$ cat src/rtl/wtu_regs.vh
/*
 holds constants for the waveform timer capture, output and event block.
 assumes a single clock at 125 MHz; counter state arrives from the timer core.
*/
// Overview of operation
// - capture sets on-time entry flag A or B
// - software strobe captures; command ready marks valid
// - each of the two input events captures and steers counter
// - fault control zero on power-on, fuse-loaded after reset
// - enable bits gate outputs; levels give fault defaults
// - outputs C and D mirror A or B
// - override drives programmed per-phase levels
// - one-ramp: A and B each take their dead-A (level 0) entry outside their own phases
// - compare match strobes last one counter cycle
// - programmable event strobe lasts one cycle
// - event shares blanking trigger; blanking forces undelayed
// - trigger select 0x2 delays event by count
// - delay clock is sync clock over prescale
// - cycle-end source asserts at cycle completion
// - on-time entry flags set on phase entry
// - request asserted while enabled and flagged
// - shared vector requests ORed into one
// - runs in idle, stops in standby and power-down
// - fault control writes need key within four instructions
`ifndef WTU_REGS_VH
`define WTU_REGS_VH
`define WTU_CNT_W 12
`define WTU_FLAG_CYCLE_END 0
`define WTU_FLAG_ON_A 2
`define WTU_FLAG_ON_B 3
`define WTU_VEC_CYCLE_END 8'h00
`define WTU_VEC_ON_TIME 8'h02
`define WTU_FAULT_RESET 8'h00
`define WTU_KEY_WINDOW 3'h4
`define WTU_DLY_ON_TIME_ENTRY_VECTOR_DELAYED 2'h2
`define WTU_DLY_MAX 9'h100
`define WTU_PH_DEAD_A 2'h0
`define WTU_PH_ON_A 2'h1
`define WTU_PH_DEAD_B 2'h2
`define WTU_PH_ON_B 2'h3
`define WTU_SLEEP_IDLE 2'h1
`define WTU_SLEEP_STANDBY 2'h2
`define WTU_SLEEP_PDOWN 2'h3
`endif

$ cat src/rtl/wtu_event_delay.v
/*
 programmable output event with prescaled delay counter.
 assumes trigger pulses come from the same clock domain.
*/
`include "wtu_regs.vh"
module wtu_event_delay (
	// clock, reset and run enable
	input wire clk,
	input wire reset_n,
	input wire run,
	// configuration
	input wire blanking_used,
	input wire [1:0] delay_trigger_select,
	input wire [1:0] delay_clock_divider,
	input wire [7:0] event_delay_count,
	// trigger and strobe
	input wire trigger,
	output reg event_strobe
);
	localparam ST_IDLE = 2'b01;
	localparam ST_WAIT = 2'b10;
	reg [1:0] state_q;
	reg [4:0] pre_q;
	reg [8:0] cnt_q;
	wire [4:0] pre_max;
	wire tick;
	wire delayed;
	// prescale factor 1, 2, 4 or 8
	assign pre_max = (5'h01 << delay_clock_divider) - 5'h01;
	assign tick = (pre_q == pre_max);
	assign delayed = (delay_trigger_select == `WTU_DLY_ON_TIME_ENTRY_VECTOR_DELAYED) && !blanking_used;
	always @(posedge clk) begin
		if (!reset_n) begin
			state_q <= ST_IDLE;
			pre_q <= 5'h00;
			cnt_q <= 9'h000;
			event_strobe <= 1'b0;
		end else begin
			event_strobe <= 1'b0;
			if (run) begin
				case (state_q)
					ST_IDLE: begin
						pre_q <= 5'h00;
						cnt_q <= 9'h000;
						if (trigger) begin
							if (!delayed || event_delay_count == 8'h00)
								event_strobe <= 1'b1;
							else
								state_q <= ST_WAIT;
						end
					end
					ST_WAIT: begin
						pre_q <= tick ? 5'h00 : pre_q + 5'h01;
						if (tick) begin
							cnt_q <= cnt_q + 9'h001;
							if (cnt_q + 9'h001 >= {1'b0, event_delay_count}) begin
								event_strobe <= 1'b1;
								state_q <= ST_IDLE;
							end
						end
					end
					default: state_q <= ST_IDLE;
				endcase
			end
		end
	end
endmodule // wtu_event_delay

$ cat src/rtl/wtu_output_events.v
/*
 capture, output control, events, interrupts, sleep and write protection
 of the waveform timer unit.
 assumes counter value, phase and match pulses come from the timer core on clk;
 event inputs and fuse byte come from outside and are synchronised here.
*/
`include "wtu_regs.vh"
module wtu_output_events (
	// clock and reset
	input wire clk,
	input wire reset_n,
	input wire por_n,
	// timer core state
	input wire [11:0] counter_value,
	input wire [1:0] counter_phase,
	input wire phase_active,
	input wire one_ramp_mode,
	input wire cycle_end_pulse,
	input wire match_b_clear,
	input wire match_a_set,
	input wire match_b_set,
	input wire [1:0] sleep_mode,
	// event inputs
	input wire event_in_a,
	input wire event_in_b,
	input wire [1:0] event_input_control,
	input wire [1:0] input_mode_active,
	// software capture and capture readout
	input wire software_capture_a,
	input wire software_capture_b,
	output reg command_ready,
	output reg [11:0] captured_count_a,
	output reg [11:0] captured_count_b,
	output reg [1:0] counter_flow_event,
	// output configuration
	input wire out_c_source_select,
	input wire out_d_source_select,
	input wire output_override,
	input wire [3:0] override_levels_a,
	input wire [3:0] override_levels_b,
	input wire fault_active,
	// fault control protected write
	input wire [7:0] fuse_output_defaults,
	input wire key_write,
	input wire [7:0] key_value,
	input wire cpu_instr_done,
	input wire fault_ctrl_we,
	input wire [7:0] fault_ctrl_wdata,
	output reg [7:0] output_fault_control,
	// waveform outputs
	output reg waveform_out_a,
	output reg waveform_out_b,
	output reg waveform_out_c,
	output reg waveform_out_d,
	// events
	output reg compare_b_clear_point,
	output reg compare_a_set_point,
	output reg compare_b_set_point,
	input wire blanking_used,
	input wire [1:0] delay_trigger_select,
	input wire [1:0] delay_clock_divider,
	input wire [7:0] event_delay_count,
	input wire [1:0] event_trigger_source,
	output reg programmable_event,
	// interrupts
	input wire [3:0] interrupt_enable_register,
	input wire flag_write,
	input wire [3:0] flag_wdata,
	output reg [3:0] interrupt_flag_register,
	output reg cycle_end_source,
	output reg on_time_entry_vector
);
	localparam [7:0] IO_REGISTER_KEY = 8'hA5; // arbitrary
	reg [1:0] ev_s1_q;
	reg [1:0] ev_s2_q;
	reg [1:0] ev_s3_q;
	reg [7:0] fuse_s1_q;
	reg [7:0] fuse_s2_q;
	reg fuse_load_q;
	reg [2:0] key_cnt_q;
	reg [1:0] prev_phase_q;
	reg prev_act_q;
	reg [1:0] cap_pend_q;
	reg [3:0] flags_d;
	reg evt_src;
	wire run;
	wire [1:0] ev_rise;
	wire [1:0] cap_fire;
	wire ent_a;
	wire ent_b;
	wire lvl_a;
	wire lvl_b;
	wire a_out;
	wire b_out;
	wire evt_strobe;
	// override level picked by phase and one-ramp split
	function ovr_level;
		input [3:0] lv;
		input [1:0] ph;
		input own_a;
		input one_ramp;
		begin
			if (one_ramp && (own_a ? ph[1] : !ph[1]))
				ovr_level = lv[0];
			else
				ovr_level = lv[ph];
		end
	endfunction
	assign run = (sleep_mode != `WTU_SLEEP_STANDBY) && (sleep_mode != `WTU_SLEEP_PDOWN);
	assign ev_rise = ev_s2_q & ~ev_s3_q;
	assign cap_fire = (ev_rise & event_input_control) | {software_capture_b, software_capture_a};
	assign ent_a = phase_active && counter_phase == `WTU_PH_ON_A &&
		!(prev_act_q && prev_phase_q == `WTU_PH_ON_A);
	assign ent_b = phase_active && counter_phase == `WTU_PH_ON_B &&
		!(prev_act_q && prev_phase_q == `WTU_PH_ON_B);
	assign lvl_a = ovr_level(override_levels_a, counter_phase, 1'b1, one_ramp_mode);
	assign lvl_b = ovr_level(override_levels_b, counter_phase, 1'b0, one_ramp_mode);
	// A active in its on phase, B in its own
	assign a_out = fault_active ? output_fault_control[0] :
		output_override ? lvl_a : (phase_active && counter_phase == `WTU_PH_ON_A);
	assign b_out = fault_active ? output_fault_control[1] :
		output_override ? lvl_b : (phase_active && counter_phase == `WTU_PH_ON_B);
	always @* begin
		case (event_trigger_source)
			2'h0: evt_src = ev_rise[0];
			2'h1: evt_src = match_a_set;
			2'h2: evt_src = match_b_set;
			default: evt_src = match_b_clear;
		endcase
	end
	// flag update: set wins over clear
	always @* begin
		flags_d = interrupt_flag_register;
		if (flag_write)
			flags_d = flags_d & ~flag_wdata;
		if (run && cycle_end_pulse)
			flags_d[`WTU_FLAG_CYCLE_END] = 1'b1;
		if (run && (ent_a || cap_fire[0]))
			flags_d[`WTU_FLAG_ON_A] = 1'b1;
		if (run && (ent_b || cap_fire[1]))
			flags_d[`WTU_FLAG_ON_B] = 1'b1;
	end
	// synchronisers
	always @(posedge clk) begin
		if (!reset_n) begin
			ev_s1_q <= 2'h0;
			ev_s2_q <= 2'h0;
			ev_s3_q <= 2'h0;
		end else begin
			ev_s1_q <= {event_in_b, event_in_a};
			ev_s2_q <= ev_s1_q;
			ev_s3_q <= ev_s2_q;
		end
	end
	// fuse path runs through reset so the load after release sees the fuse
	always @(posedge clk) begin
		fuse_s1_q <= fuse_output_defaults;
		fuse_s2_q <= fuse_s1_q;
	end
	// fault control: clear at power-on, fuse load after reset, keyed writes
	always @(posedge clk) begin
		if (!por_n) begin
			output_fault_control <= `WTU_FAULT_RESET;
			fuse_load_q <= 1'b1;
			key_cnt_q <= 3'h0;
		end else if (!reset_n) begin
			fuse_load_q <= 1'b1;
			key_cnt_q <= 3'h0;
		end else begin
			if (fuse_load_q) begin
				output_fault_control <= fuse_s2_q;
				fuse_load_q <= 1'b0;
			end else if (fault_ctrl_we && key_cnt_q != 3'h0) begin
				output_fault_control <= fault_ctrl_wdata;
			end
			if (key_write && key_value == IO_REGISTER_KEY)
				key_cnt_q <= `WTU_KEY_WINDOW;
			else if (fault_ctrl_we)
				key_cnt_q <= 3'h0;
			else if (cpu_instr_done && key_cnt_q != 3'h0)
				key_cnt_q <= key_cnt_q - 3'h1;
		end
	end
	// capture, outputs, events, interrupts
	always @(posedge clk) begin
		if (!reset_n) begin
			captured_count_a <= 12'h000;
			captured_count_b <= 12'h000;
			cap_pend_q <= 2'h0;
			command_ready <= 1'b1;
			counter_flow_event <= 2'h0;
			prev_phase_q <= 2'h0;
			prev_act_q <= 1'b0;
			interrupt_flag_register <= 4'h0;
			waveform_out_a <= 1'b0;
			waveform_out_b <= 1'b0;
			waveform_out_c <= 1'b0;
			waveform_out_d <= 1'b0;
			compare_b_clear_point <= 1'b0;
			compare_a_set_point <= 1'b0;
			compare_b_set_point <= 1'b0;
			cycle_end_source <= 1'b0;
			on_time_entry_vector <= 1'b0;
		end else begin
			counter_flow_event <= 2'h0;
			compare_b_clear_point <= 1'b0;
			compare_a_set_point <= 1'b0;
			compare_b_set_point <= 1'b0;
			if (run) begin
				cap_pend_q <= cap_fire;
				command_ready <= (cap_fire == 2'h0);
				if (cap_pend_q[0])
					captured_count_a <= counter_value;
				if (cap_pend_q[1])
					captured_count_b <= counter_value;
				counter_flow_event <= ev_rise & input_mode_active;
				prev_phase_q <= counter_phase;
				prev_act_q <= phase_active;
				compare_b_clear_point <= match_b_clear;
				compare_a_set_point <= match_a_set;
				compare_b_set_point <= match_b_set;
				waveform_out_a <= output_fault_control[4] ? a_out : output_fault_control[0];
				waveform_out_b <= output_fault_control[5] ? b_out : output_fault_control[1];
				waveform_out_c <= output_fault_control[6] ? (out_c_source_select ? b_out : a_out) :
					output_fault_control[2];
				waveform_out_d <= output_fault_control[7] ? (out_d_source_select ? b_out : a_out) :
					output_fault_control[3];
			end
			interrupt_flag_register <= flags_d;
			cycle_end_source <= flags_d[`WTU_FLAG_CYCLE_END] & interrupt_enable_register[`WTU_FLAG_CYCLE_END];
			on_time_entry_vector <= (flags_d[`WTU_FLAG_ON_A] & interrupt_enable_register[`WTU_FLAG_ON_A]) |
				(flags_d[`WTU_FLAG_ON_B] & interrupt_enable_register[`WTU_FLAG_ON_B]);
		end
	end
	always @(posedge clk) begin
		if (!reset_n)
			programmable_event <= 1'b0;
		else
			programmable_event <= evt_strobe;
	end
	wtu_event_delay u_delay (
		.clk(clk),
		.reset_n(reset_n),
		.run(run),
		.blanking_used(blanking_used),
		.delay_trigger_select(delay_trigger_select),
		.delay_clock_divider(delay_clock_divider),
		.event_delay_count(event_delay_count),
		.trigger(evt_src),
		.event_strobe(evt_strobe)
	);
endmodule // wtu_output_events

$ cat config.mk
export PLATFORM = sky130hd
export DESIGN_NAME = wtu_output_events
export DESIGN_NICKNAME = d
export VERILOG_FILES = /design/src/rtl/wtu_event_delay.v /design/src/rtl/wtu_output_events.v
export VERILOG_INCLUDE_DIRS = /design/src /design/src/rtl
export SDC_FILE = /design/constraint.sdc
export NUM_CORES = 1
export LEC_CHECK = 0
export BUFFER_PORTS_ARGS = -buffer_cell sky130_fd_sc_hd__clkbuf_2
export CORE_MARGIN = 5
export CORE_UTILIZATION = 35
export CTS_BUF_LIST = sky130_fd_sc_hd__clkbuf_8
export DETAILED_ROUTE_END_ITERATION = 16
export PLACE_DENSITY_LB_ADDON = 0.2
export SYNTH_ARGS = -nofsm -noshare
export SYNTH_HDL_FRONTEND = slang
export SYNTH_SLANG_ARGS = --single-unit
$ cat constraint.sdc
create_clock -name clk -period 2.65 [get_ports clk]
set_clock_uncertainty 0.05 [all_clocks]
set_input_delay 0.265 -clock clk [delete_from_list [all_inputs] [get_ports clk]]
set_output_delay 0.265 -clock clk [all_outputs]
set_load 0.01 [all_outputs]
==> results_dict.tcl, run 1 <==
set metrics [dict create \
    seq_power_share_pct 56.8 \
    grt_use_met3_pct 5.62 \
    leakage_nw 2.49 \
    clkSinkCount 97 \
    r2r-start "u_delay.cnt_q[0]$_SDFFE_PN0P_" \
    yosys.area.top_type "dfxtp_1" \
    insertion_delay_ns 0.37 \
    ir_worst_vdd_mv 0.369 \
    r2r_cells 11 \
    r2r_slack_ns 0.13 \
    regToRegEndpoint "u_delay.state_q[0]$_SDFFE_PN1P_" \
    tritoncts "built" \
    die_w_um 118 \
    dp_hpwl_um 8320 \
    worst_ep_arrival_time_ns 2.73 \
    use_met1_pct 18.4 \
    cts-buffers-inserted 9 \
    ioPinCount 145 \
    via_per_inst 4.95 \
    yosys-top-cells-area "dfxtp_1 48%, nand2_1 8.4%, a21oi_1 6.5%" \
    vias 3774 \
    grt_pass1_wl_um 17900 \
    postSynthAreaPerCell_um2 8.80 \
    root_buffer "clkbuf_8" \
    slew_headroom_pct 38.8 \
    fin_crit_sh_pct 95.0 \
    ys_ff_latch 97 \
    clk_pin_slew_ns 0.09 \
    hold_path.class "in -> reg" \
    crit_cells 11 \
    avgRoutedWirePerCell_um 14.2 \
    setup_viol 0 \
    synth_cell_type_count 50 \
    core_um2 11400 \
    grt_max_degree 37 \
    antenna_found_initial 0 \
    synth_most_common_cell "dfxtp_1" \
    power.density_nw_per_um2 515 \
    fin_crit_ns 2.52 \
    grt_busiest_layer "met2" \
    drt_iter0_markers 142 \
    syn_nets 572 \
    critPathLaunchType "flop" \
    cp_data_required_time_ns 2.87 \
    rows 39 \
    pwr-share-clk_pct 31.2 \
    layout-drive-gt1-share_pct 30.2 \
    p_sw_share_pct 25.0 \
    crit_path_end "u_delay.state_q[0]$_SDFFE_PN1P_" \
    crit_chain "buf_6 > and4_4 > nand4_1 > xnor2_2 > ha_1 > buf_4 > buf_4 > o221ai_2 > and4_4 > or4_4 > a21o_1" \
    finalSetupTns_ns 0 \
    ys_async_sr_fraction_pct 0 \
    maxSlewViolCount 0 \
    hold_violations 0 \
    htreeDepth 3 \
    maxCapViolCount 0 \
    initial_core_util_pct 35.6 \
    clock.fmax_mhz 397 \
    switchingPower_mw 0.679 \
    grt_pass1_vias 3839 \
    yosys-top-cells-count "97 x dfxtp_1, 91 x nand2_1, 53 x a21oi_1" \
    yosysWarnings 0 \
    dr.pass1.iters 4 \
    critical_path_buf_inv_count 3 \
    cp_max_fo 2 \
    crit_type "reg -> reg" \
    worst_slew_pin_slew_ns 0.914 \
    setup.worst_path.start "u_delay.cnt_q[0]$_SDFFE_PN0P_" \
    critPathMaxStageDelay_ns 0.41 \
    grt_usage_pct 15.7 \
    utilization_pct 46.2 \
    syn_to_final_growth_pct 29.9 \
    path_delay_family "simple AND/OR/NAND/NOR gates" \
    combPwrFrac_pct 12.0 \
    synth_top_area_share_pct 47.8 \
    ys.flop_type "dfxtp_1" \
    die_y_um 118 \
    io_buffer_count 142 \
    drc 0 \
    gr-total-overflow 0 \
    synth_edf_count 0 \
    postRouteWirelength_um 10800 \
    setup.worst_path.end_class "flop" \
    finalNetCount 726 \
    cts_buffer_depth 2 \
    ys_seq_area_share_pct 47.8 \
    crit_slowest_cell "or4_4" \
    die_area_um2 13900 \
    drtAntennaViolNets 0 \
    synth_cells 462 \
    use_met2_pct 26.2 \
    n_antenna_cell 0 \
    internal_power_mw 2.04 \
    status "finished, final reports clean" \
    synthesis.area_um2 4060 \
    gp_congestion 0.775 \
]
-- worst reg2reg max path, stage by stage, from the launching register on --
cell and delay, ns:
dfxtp_2 0.35, buf_6 0.09, and4_4 0.21, nand4_1 0.15, xnor2_2 0.19, ha_1 0.31, buf_4 0.11, buf_4 0.09
o221ai_2 0.08, and4_4 0.18, or4_4 0.41, a21o_1 0.17
-- registers in the layout (all words and copies together), names as in the netlist, 3 cells and up --
name and flops:
fuse_s2_q 8, fuse_s1_q 8, u_delay.cnt_q 9, key_cnt_q 3, interrupt_flag_register 4, output_fault_control 8
u_delay.pre_q 5, captured_count_b 12, captured_count_a 12
-- final cells by class --
type / count / area (um2)
sequential: 97 / 1950
inverter: 15 / 56.3
tap: 143 / 179
multi-input combinational: 332 / 2050
timing repair buffer: 161 / 880
clock inverter: 3 / 11.3
fill: 1165 / 6140
clock buffer: 11 / 151
-- placed cells by master (no fill, tap or decap), types with 2 or more instances in the layout --
cell type / synthesis / final
clkbuf_2: 0 / 142
dfxtp_1: 97 / 93
nand2_1: 91 / 90
a21oi_1: 53 / 53
nor2_1: 31 / 30
inv_1: 14 / 17
mux2i_1: 16 / 16
o21ai_0: 12 / 12
and2_1: 12 / 12
ha_1: 14 / 12
clkbuf_8: 0 / 11
dlygate4sd3_1: 0 / 9
buf_4: 0 / 9
nand2b_1: 8 / 8
nand3_1: 8 / 8
nand4_1: 8 / 8
o211a_1: 8 / 8
nor2b_1: 8 / 8
a21o_1: 6 / 6
xor2_1: 4 / 4
a22o_1: 4 / 4
xnor2_1: 4 / 3
nand3b_1: 3 / 3
o211ai_1: 3 / 3
nor3b_1: 3 / 3
mux2_2: 3 / 3
a221oi_1: 3 / 3
and4_4: 1 / 2
a311o_1: 2 / 2
o21a_1: 2 / 2
or4_1: 2 / 2
and3_1: 2 / 2
a211oi_1: 3 / 2
dfxtp_2: 0 / 2
dfxtp_4: 0 / 2
-- power by group through the flow --
stage,Combinational (mW),Sequential [mW],Clock (mW)
after floorplan,0.148,1.59,0
after global placement,0.308,1.58,0
final,0.325,1.54,0.849
after global routing,0.366,1.55,0.951
after CTS,0.326,1.55,0.898
after detailed placement,0.314,1.58,0
-- worst min path at each step --
| stage | end | startpoint | slack [ns] | cells after the start |
|---|---|---|---|---|
| 5_1_grt | cycle_end_source$_SDFF_PN0_ | interrupt_enable_register[0] | 0.03 | 2 |
| 3_3_place_gp | fuse_s2_q[5]$_DFF_P_ | fuse_s1_q[5]$_DFF_P_ | 0.26 | 0 |
| 4_1_cts | cycle_end_source$_SDFF_PN0_ | interrupt_enable_register[0] | 0.03 | 2 |
| 3_5_place_dp | fuse_s2_q[4]$_DFF_P_ | fuse_s1_q[4]$_DFF_P_ | 0.26 | 0 |
| 6_report | cycle_end_source$_SDFF_PN0_ | interrupt_enable_register[0] | 0.05 | 2 |
| 2_1_floorplan | fuse_s1_q[0]$_DFF_P_ | fuse_output_defaults[0] | 0.24 | 0 |
-- per-layer routing --
layer | wire [um] | up-vias
met2 | 5320 | 103
li1 | - | 1902
met3 | 743 | 10
met4 | 134 | 0
met1 | 4630 | 1759
met5 | 0 | -
-- kinds of logic after synthesis --
group | share of synthesized area [%]
adders and majority gates | 4.31
AOI/OAI and AO/OA | 15.8
DFF | 47.8
muxes | 5.33
xor gates and xnor gates | 1.72
buffers and inverters | 3.05
and+or+nand+nor | 22.0
-- per-stage QoR --
step                setup WS [ns]  power (mW)  area, um2  cells  hold WS [ns]
floorplan                   0.126        1.73       4060    462         0.243
global placement           0.0331        1.89       4920    733         0.260
detailed placement        -0.0654        1.89       4920    733         0.264
CTS                      0.000422        2.77       5210    758        0.0266
global route              -0.0153        2.87       5280    762        0.0298
finish                      0.132        2.72       5280    762        0.0524
-- what timing repair did --
item,CTS,global route
setup buffers,2,4
hold buffers,9,0
resized for setup,7,10
hold endpoints to repair,9,0
endpoints found under the setup margin,1,3
pin swaps,1,10
Power figures use the tool's default switching activity.
==> run 2, diff against run 1 <==
==> constraint.sdc (replaced) <==
create_clock -name clk -period 2.65 [get_ports clk]
set_clock_uncertainty 0.05 [all_clocks]
set_input_delay 0.1325 -clock clk [delete_from_list [all_inputs] [get_ports clk]]
set_output_delay 0.1325 -clock clk [all_outputs]
set_load 0.01 [all_outputs]
==> run 2 against run 1 <==
Sequential power hardly changed. Fmax down 2.6%. Total power increased by 1.9%. Largest power group unchanged.
==> results_dict.tcl, run 2 (synthesized netlist as in run 1, its figures left out) <==
set metrics [dict create \
    status "finished, final reports clean" \
    dp_hpwl_um 8190 \
    io_buffer_count 142 \
    maxSlewViolCount 0 \
    core_um2 11400 \
    drtAntennaViolNets 0 \
    critPathLaunchType "flop" \
    fin_crit_ns 2.58 \
    clock.fmax_mhz 387 \
    vias 3805 \
    gp_congestion 0.795 \
    htreeDepth 3 \
    pre_cts_ws_ns -0.0505 \
    worst_slew_pin_slew_ns 0.934 \
    r2r-start "u_delay.cnt_q[0]$_SDFFE_PN0P_" \
    crit_path_end "u_delay.state_q[0]$_SDFFE_PN1P_" \
    cp_data_required_time_ns 2.86 \
    postRouteWirelength_um 11100 \
    fin_ws_ns 0.0650 \
    clk_pin_slew_ns 0.09 \
    hold_path_depth 3 \
    r2r_slack_ns 0.07 \
    maxCapViolCount 0 \
    fin_crit_sh_pct 97.5 \
    crit_type "reg -> reg" \
    rows 39 \
    worst_ep_arrival_time_ns 2.80 \
    syn_to_final_growth_pct 36.5 \
    power.density_nw_per_um2 499 \
    finalNetCount 748 \
    tritoncts "built" \
    drc 0 \
    setup_viol 0 \
    r2r_cells 11 \
    die_y_um 118 \
    slew_headroom_pct 37.5 \
    grt_usage_pct 16.1 \
    grt_pass1_vias 3889 \
    nFillCells 1121 \
    via_per_inst 4.84 \
    grt_max_degree 42 \
    leakage_nw 2.59 \
    cts_buffer_depth 2 \
    die_area_um2 13900 \
    setup.worst_path.start "u_delay.cnt_q[0]$_SDFFE_PN0P_" \
    ir_worst_vdd_mv 0.324 \
    reg_top3 "captured_count_a (12), captured_count_b (12), u_delay.cnt_q (9)" \
    layout_commonest_cell "clkbuf_2" \
    dr.pass1.iters 4 \
    cp_max_fo 6 \
    setup.worst_path.end_class "flop" \
    regToRegEndpoint "u_delay.state_q[0]$_SDFFE_PN1P_" \
    drt_iter0_markers 161 \
    root_buffer "clkbuf_8" \
    antenna_found_initial 0 \
    cts-buffers-inserted 9 \
    hold_violations 0 \
    hold_path.class "in -> reg" \
    layout-drive-gt1-share_pct 28.8 \
    clkSinkCount 97 \
    initial_core_util_pct 35.6 \
    n_antenna_cell 0 \
    grt_pass1_wl_um 18400 \
    insertion_delay_ns 0.36 \
    die_w_um 118 \
    avgRoutedWirePerCell_um 14.1 \
    final_cell_mix "142 x clkbuf_2, 94 x dfxtp_1, 90 x nand2_1" \
    gr-total-overflow 0 \
    ioPinCount 145 \
    utilization_pct 48.6 \
]
run 2: changes by cell type in the layout (fill, tap and decap cells not counted):
| cell | before | now |
|---|---|---|
| ha_1 | 12 | 11 |
| buf_4 | 9 | 3 |
| ha_4 | 1 | 2 |
| inv_1 | 17 | 16 |
| dfxtp_1 | 93 | 94 |
| xor2_1 | 4 | 3 |
| xor2_2 | 0 | 1 |
| nor2_2 | 1 | 0 |
| nor2_4 | 0 | 1 |
| clkinv_2 | 0 | 3 |
| dlygate4sd3_1 | 9 | 37 |
| dfxtp_4 | 2 | 1 |
run 2: worst max-delay path, cell delays in order, from the launching register on:
cell and delay (ns):
dfxtp_2 0.38, buf_6 0.13, and4_4 0.22, nand4_1 0.11, xnor2_1 0.17, ha_1 0.32
nand4_1 0.10, nor2_1 0.09, nor2_1 0.06, and4_4 0.19, or4_4 0.48, a21o_1 0.19
run 2: worst min path at each step:
stage / startpoint / end / slack, ns
final: out_d_source_select / waveform_out_d$_SDFFE_PN0P_ / 0.02
after global routing: fault_ctrl_we / key_cnt_q[2]$_SDFFE_PN0P_ / 0.03
after CTS: fault_ctrl_we / key_cnt_q[2]$_SDFFE_PN0P_ / 0.001
after detailed placement: fuse_output_defaults[2] / fuse_s1_q[2]$_DFF_P_ / 0.19
after global placement: fuse_output_defaults[7] / fuse_s1_q[7]$_DFF_P_ / 0.18
after floorplan: fuse_output_defaults[0] / fuse_s1_q[0]$_DFF_P_ / 0.11
run 2: repair_timing:
| item | in CTS | in global routing |
|---|---|---|
| pin swaps | 1 | 8 |
| hold buffers | 37 | 0 |
| gates resized for setup | 6 | 13 |
| endpoints found under the hold margin | 46 | 0 |
| endpoints found under the setup margin | 1 | 2 |
| setup buffers | 0 | 1 |
run 2: through the flow:
step / hold slack (ns) / cells / power, mW / cell area (um2) / setup TNS, ns
floorplan: 0.110 / 462 / 1.73 / 4060 / 0
global placement: 0.185 / 732 / 1.89 / 4910 / 0
detailed placement: 0.186 / 732 / 1.89 / 4910 / -0.0505
CTS: 0.00104 / 785 / 2.82 / 5480 / 0
global route: 0.0281 / 786 / 2.92 / 5550 / -0.0170
finish: 0.0231 / 786 / 2.77 / 5550 / 0
run 2: cell type report:
type                    instances  area, um2  share of cell area (%)
clock buffers                  11        151                    2.73
clock inverters                 5       22.5                   0.406
inverters                      15       56.3                    1.02
multi-input cells             332       2070                    37.4
flip-flops and latches         97       1950                    35.1
well taps                     143        179                    3.23
repair buffers                183       1110                    20.1
run 2: routing by layer:
metal  GRT usage [%]  up-vias  share of wire [%]
li1                -     1943                  -
met1            19.1     1757                 42
met2            27.4       96                 51
met3            4.32        9                6.0
met4            6.81        0                1.1
met5               0        -                  0
run 2: where the power goes:
group	leakage, nW	switching (mW)	internal [mW]
sequential	0.797	0.0327	1.51
combinational	1.69	0.176	0.179
clock	0.101	0.488	0.382
total	2.59	0.696	2.07
==> run 3, diff against run 2 <==
ABC_AREA = 1   (was not set)
CORE_ASPECT_RATIO = 1.2   (was not set)
==> run 3 against run 2 <==
Fmax is 8.0% higher. Combinational power is 25% higher. Critical path depth is 4 higher. Clock-buffer cell count is 1 lower. Area after synthesis is 1.8% higher.
==> results_dict.tcl, run 3 <==
set metrics [dict create \
    status "finished, final reports clean" \
    synth_most_common_cell "dfxtp_1" \
    finalSetupTns_ns 0 \
    layout_commonest_cell "clkbuf_2" \
    yosys.area.top_type "dfxtp_1" \
    yosys-top-cells-count "97 x dfxtp_1, 96 x nand2_1, 82 x nor2_1" \
    synth_xor_xnor_area_share_pct 1.88 \
    hold_path.class "in -> reg" \
    dr.pass1.iters 4 \
    maxSlewViolCount 0 \
    syn_nets 659 \
    insertion_delay_ns 0.35 \
    synthesis.area_um2 4140 \
    synth_compound_area_share_pct 14.4 \
    muxShareOfSynthArea_pct 0 \
    setup.worst_path.end_class "flop" \
    clock.fmax_mhz 418 \
    synth-simple-area-share_pct 23.8 \
    core_um2 11600 \
    cts_setup_buffers 0 \
    fin_crit_ns 2.39 \
    setup_viol 0 \
    tritoncts "built" \
    ir_worst_vdd_mv 0.321 \
    grt_max_degree 29 \
    root_buffer "clkbuf_8" \
    postRouteWirelength_um 10800 \
    synth_top_area_share_pct 47.0 \
    switchingPower_mw 0.789 \
    p_total_mw 3.08 \
    drtAntennaViolNets 0 \
    critPathLaunchType "flop" \
    cts-buffers-inserted 9 \
    clk_pin_slew_ns 0.09 \
    postSynthAreaPerCell_um2 7.53 \
    ys_ff_latch 97 \
    fin_crit_sh_pct 90.3 \
    grt_pass1_wl_um 17600 \
    cp_max_fo 5 \
    via_per_inst 4.47 \
    leakage_nw 2.85 \
    io_buffer_count 142 \
    placed_area_um2 5000 \
    combPwrFrac_pct 14.4 \
    pwr-share-clk_pct 34.5 \
    synth_cells 549 \
    cts_buffer_depth 2 \
    antenna_found_initial 0 \
    stdcell_count 888 \
    yosys-top-cells-area "dfxtp_1 47%, nand2_1 8.7%, nor2_1 7.4%" \
    utilization_pct 48.3 \
    yosysWarnings 0 \
    cp_data_required_time_ns 2.85 \
    gp_congestion 0.838 \
    clkSinkCount 97 \
    synth_top_family_by_area "simple AND/OR/NAND/NOR gates" \
    seq_power_share_pct 51.1 \
    die_w_um 109 \
    synth_cell_type_count 39 \
    gr-total-overflow 0 \
    synthAdderAreaFrac_pct 4.24 \
    grt_pass1_vias 3814 \
    power.density_nw_per_um2 552 \
    avgRoutedWirePerCell_um 12.1 \
    slew_headroom_pct 64.2 \
    rsz0062_at_grt "false" \
    worst_slew_pin_slew_ns 0.537 \
    final_cell_mix "142 x clkbuf_2, 96 x nand2_1, 96 x dfxtp_1" \
    ys_seq_area_share_pct 47.0 \
    drt_iter0_markers 131 \
    n_antenna_cell 0 \
    hold_violations 0 \
    drc 0 \
    crit_type "reg -> reg" \
    die_y_um 129 \
    vias 3965 \
    ys.flop_type "dfxtp_1" \
    synth_edf_count 0 \
    worst_ep_arrival_time_ns 2.59 \
    p_sw_share_pct 25.6 \
    internal_power_mw 2.29 \
    layout-drive-gt1-share_pct 24.2 \
    syn_to_final_growth_pct 35.0 \
    rows 43 \
    stdcell_area_um2 5580 \
    grt_usage_pct 15.8 \
    finalNetCount 836 \
    initial_core_util_pct 35.7 \
    ioPinCount 145 \
    dp_hpwl_um 8440 \
    dp.cells 837 \
    htreeDepth 3 \
    maxCapViolCount 0 \
    ys_async_sr_fraction_pct 0 \
    die_area_um2 14100 \
    reg_top3 "captured_count_a (12), captured_count_b (12), u_delay.cnt_q (9)" \
]
-- run 3: critical path, stage by stage, from the launching register on --
cell and delay (ns):
dfxtp_2 0.38, ha_1 0.21, nand3_2 0.13, nor2_1 0.14
xor2_1 0.15, inv_1 0.08, ha_1 0.30, nand2_1 0.10
nor2_1 0.05, a21o_1 0.17, a21oi_1 0.16, nand3_1 0.13
nand3_1 0.11, nand2_1 0.05, inv_1 0.06, nor2_2 0.03
-- run 3: final timing paths --
check | slack (ns) | start | to | depth (start not counted)
worst max-delay path | 0.26 | u_delay.cnt_q[0]$_SDFFE_PN0P_ | u_delay.state_q[1]$_SDFFE_PN0P_ | 15
worst min-delay path | 0.03 | flag_wdata[2] | interrupt_flag_register[2]$_SDFF_PN0_ | 4
worst max register to register | 0.26 | u_delay.cnt_q[0]$_SDFFE_PN0P_ | u_delay.state_q[1]$_SDFFE_PN0P_ | 15
worst min register to register | 0.28 | fuse_s1_q[4]$_DFF_P_ | fuse_s2_q[4]$_DFF_P_ | 0
-- run 3: area by class of cell --
cell class,instances,area (um2)
clock buffers,10,138
clock inverters,6,88.8
fillers,1158,5980
inverters,80,303
multi-input cells,358,1830
flip-flops and latches,97,1940
well taps,157,196
repair buffers,180,1080
-- run 3: cell families (layout without fill, tap and decap cells) --
family / after synthesis / after routing
AND/OR/NAND/NOR: 223 / 223
AO/OA/AOI/OAI: 113 / 113
flip-flops: 97 / 97
buffers and inverters: 94 / 276
adder cells (fa/ha/maj): 14 / 14
XOR/XNOR: 8 / 8
-- run 3: routing by layer --
layer  vias to the layer above  part of all wire, %  global-route usage, %
met3                         7                  4.8                   3.34
met5                         -                    0                      0
met4                         0                 0.90                   4.33
met2                        88                   54                   29.7
li1                       2102                    -                      -
met1                      1768                   41                   18.0
-- run 3: through the flow --
step	setup WS [ns]	hold WS, ns
after floorplan	0.475	0.110
after global placement	0.302	0.185
after detailed placement	0.222	0.186
after CTS	0.189	0.0134
after global routing	0.0383	0.0297
final	0.257	0.0268
-- run 3: timing repair --
item,4_1_cts,5_1_grt
hold buffers,35,0
gates resized for setup,0,1
hold endpoints to repair,41,0
endpoints found under the setup margin,0,1
-- run 3: power groups by stage --
stage | combinational (mW) | sequential [mW] | clock [mW]
after global placement | 0.400 | 1.61 | 0
after floorplan | 0.213 | 1.62 | 0
after detailed placement | 0.409 | 1.61 | 0
after global routing | 0.504 | 1.59 | 1.17
after CTS | 0.452 | 1.58 | 1.10
final | 0.444 | 1.58 | 1.06
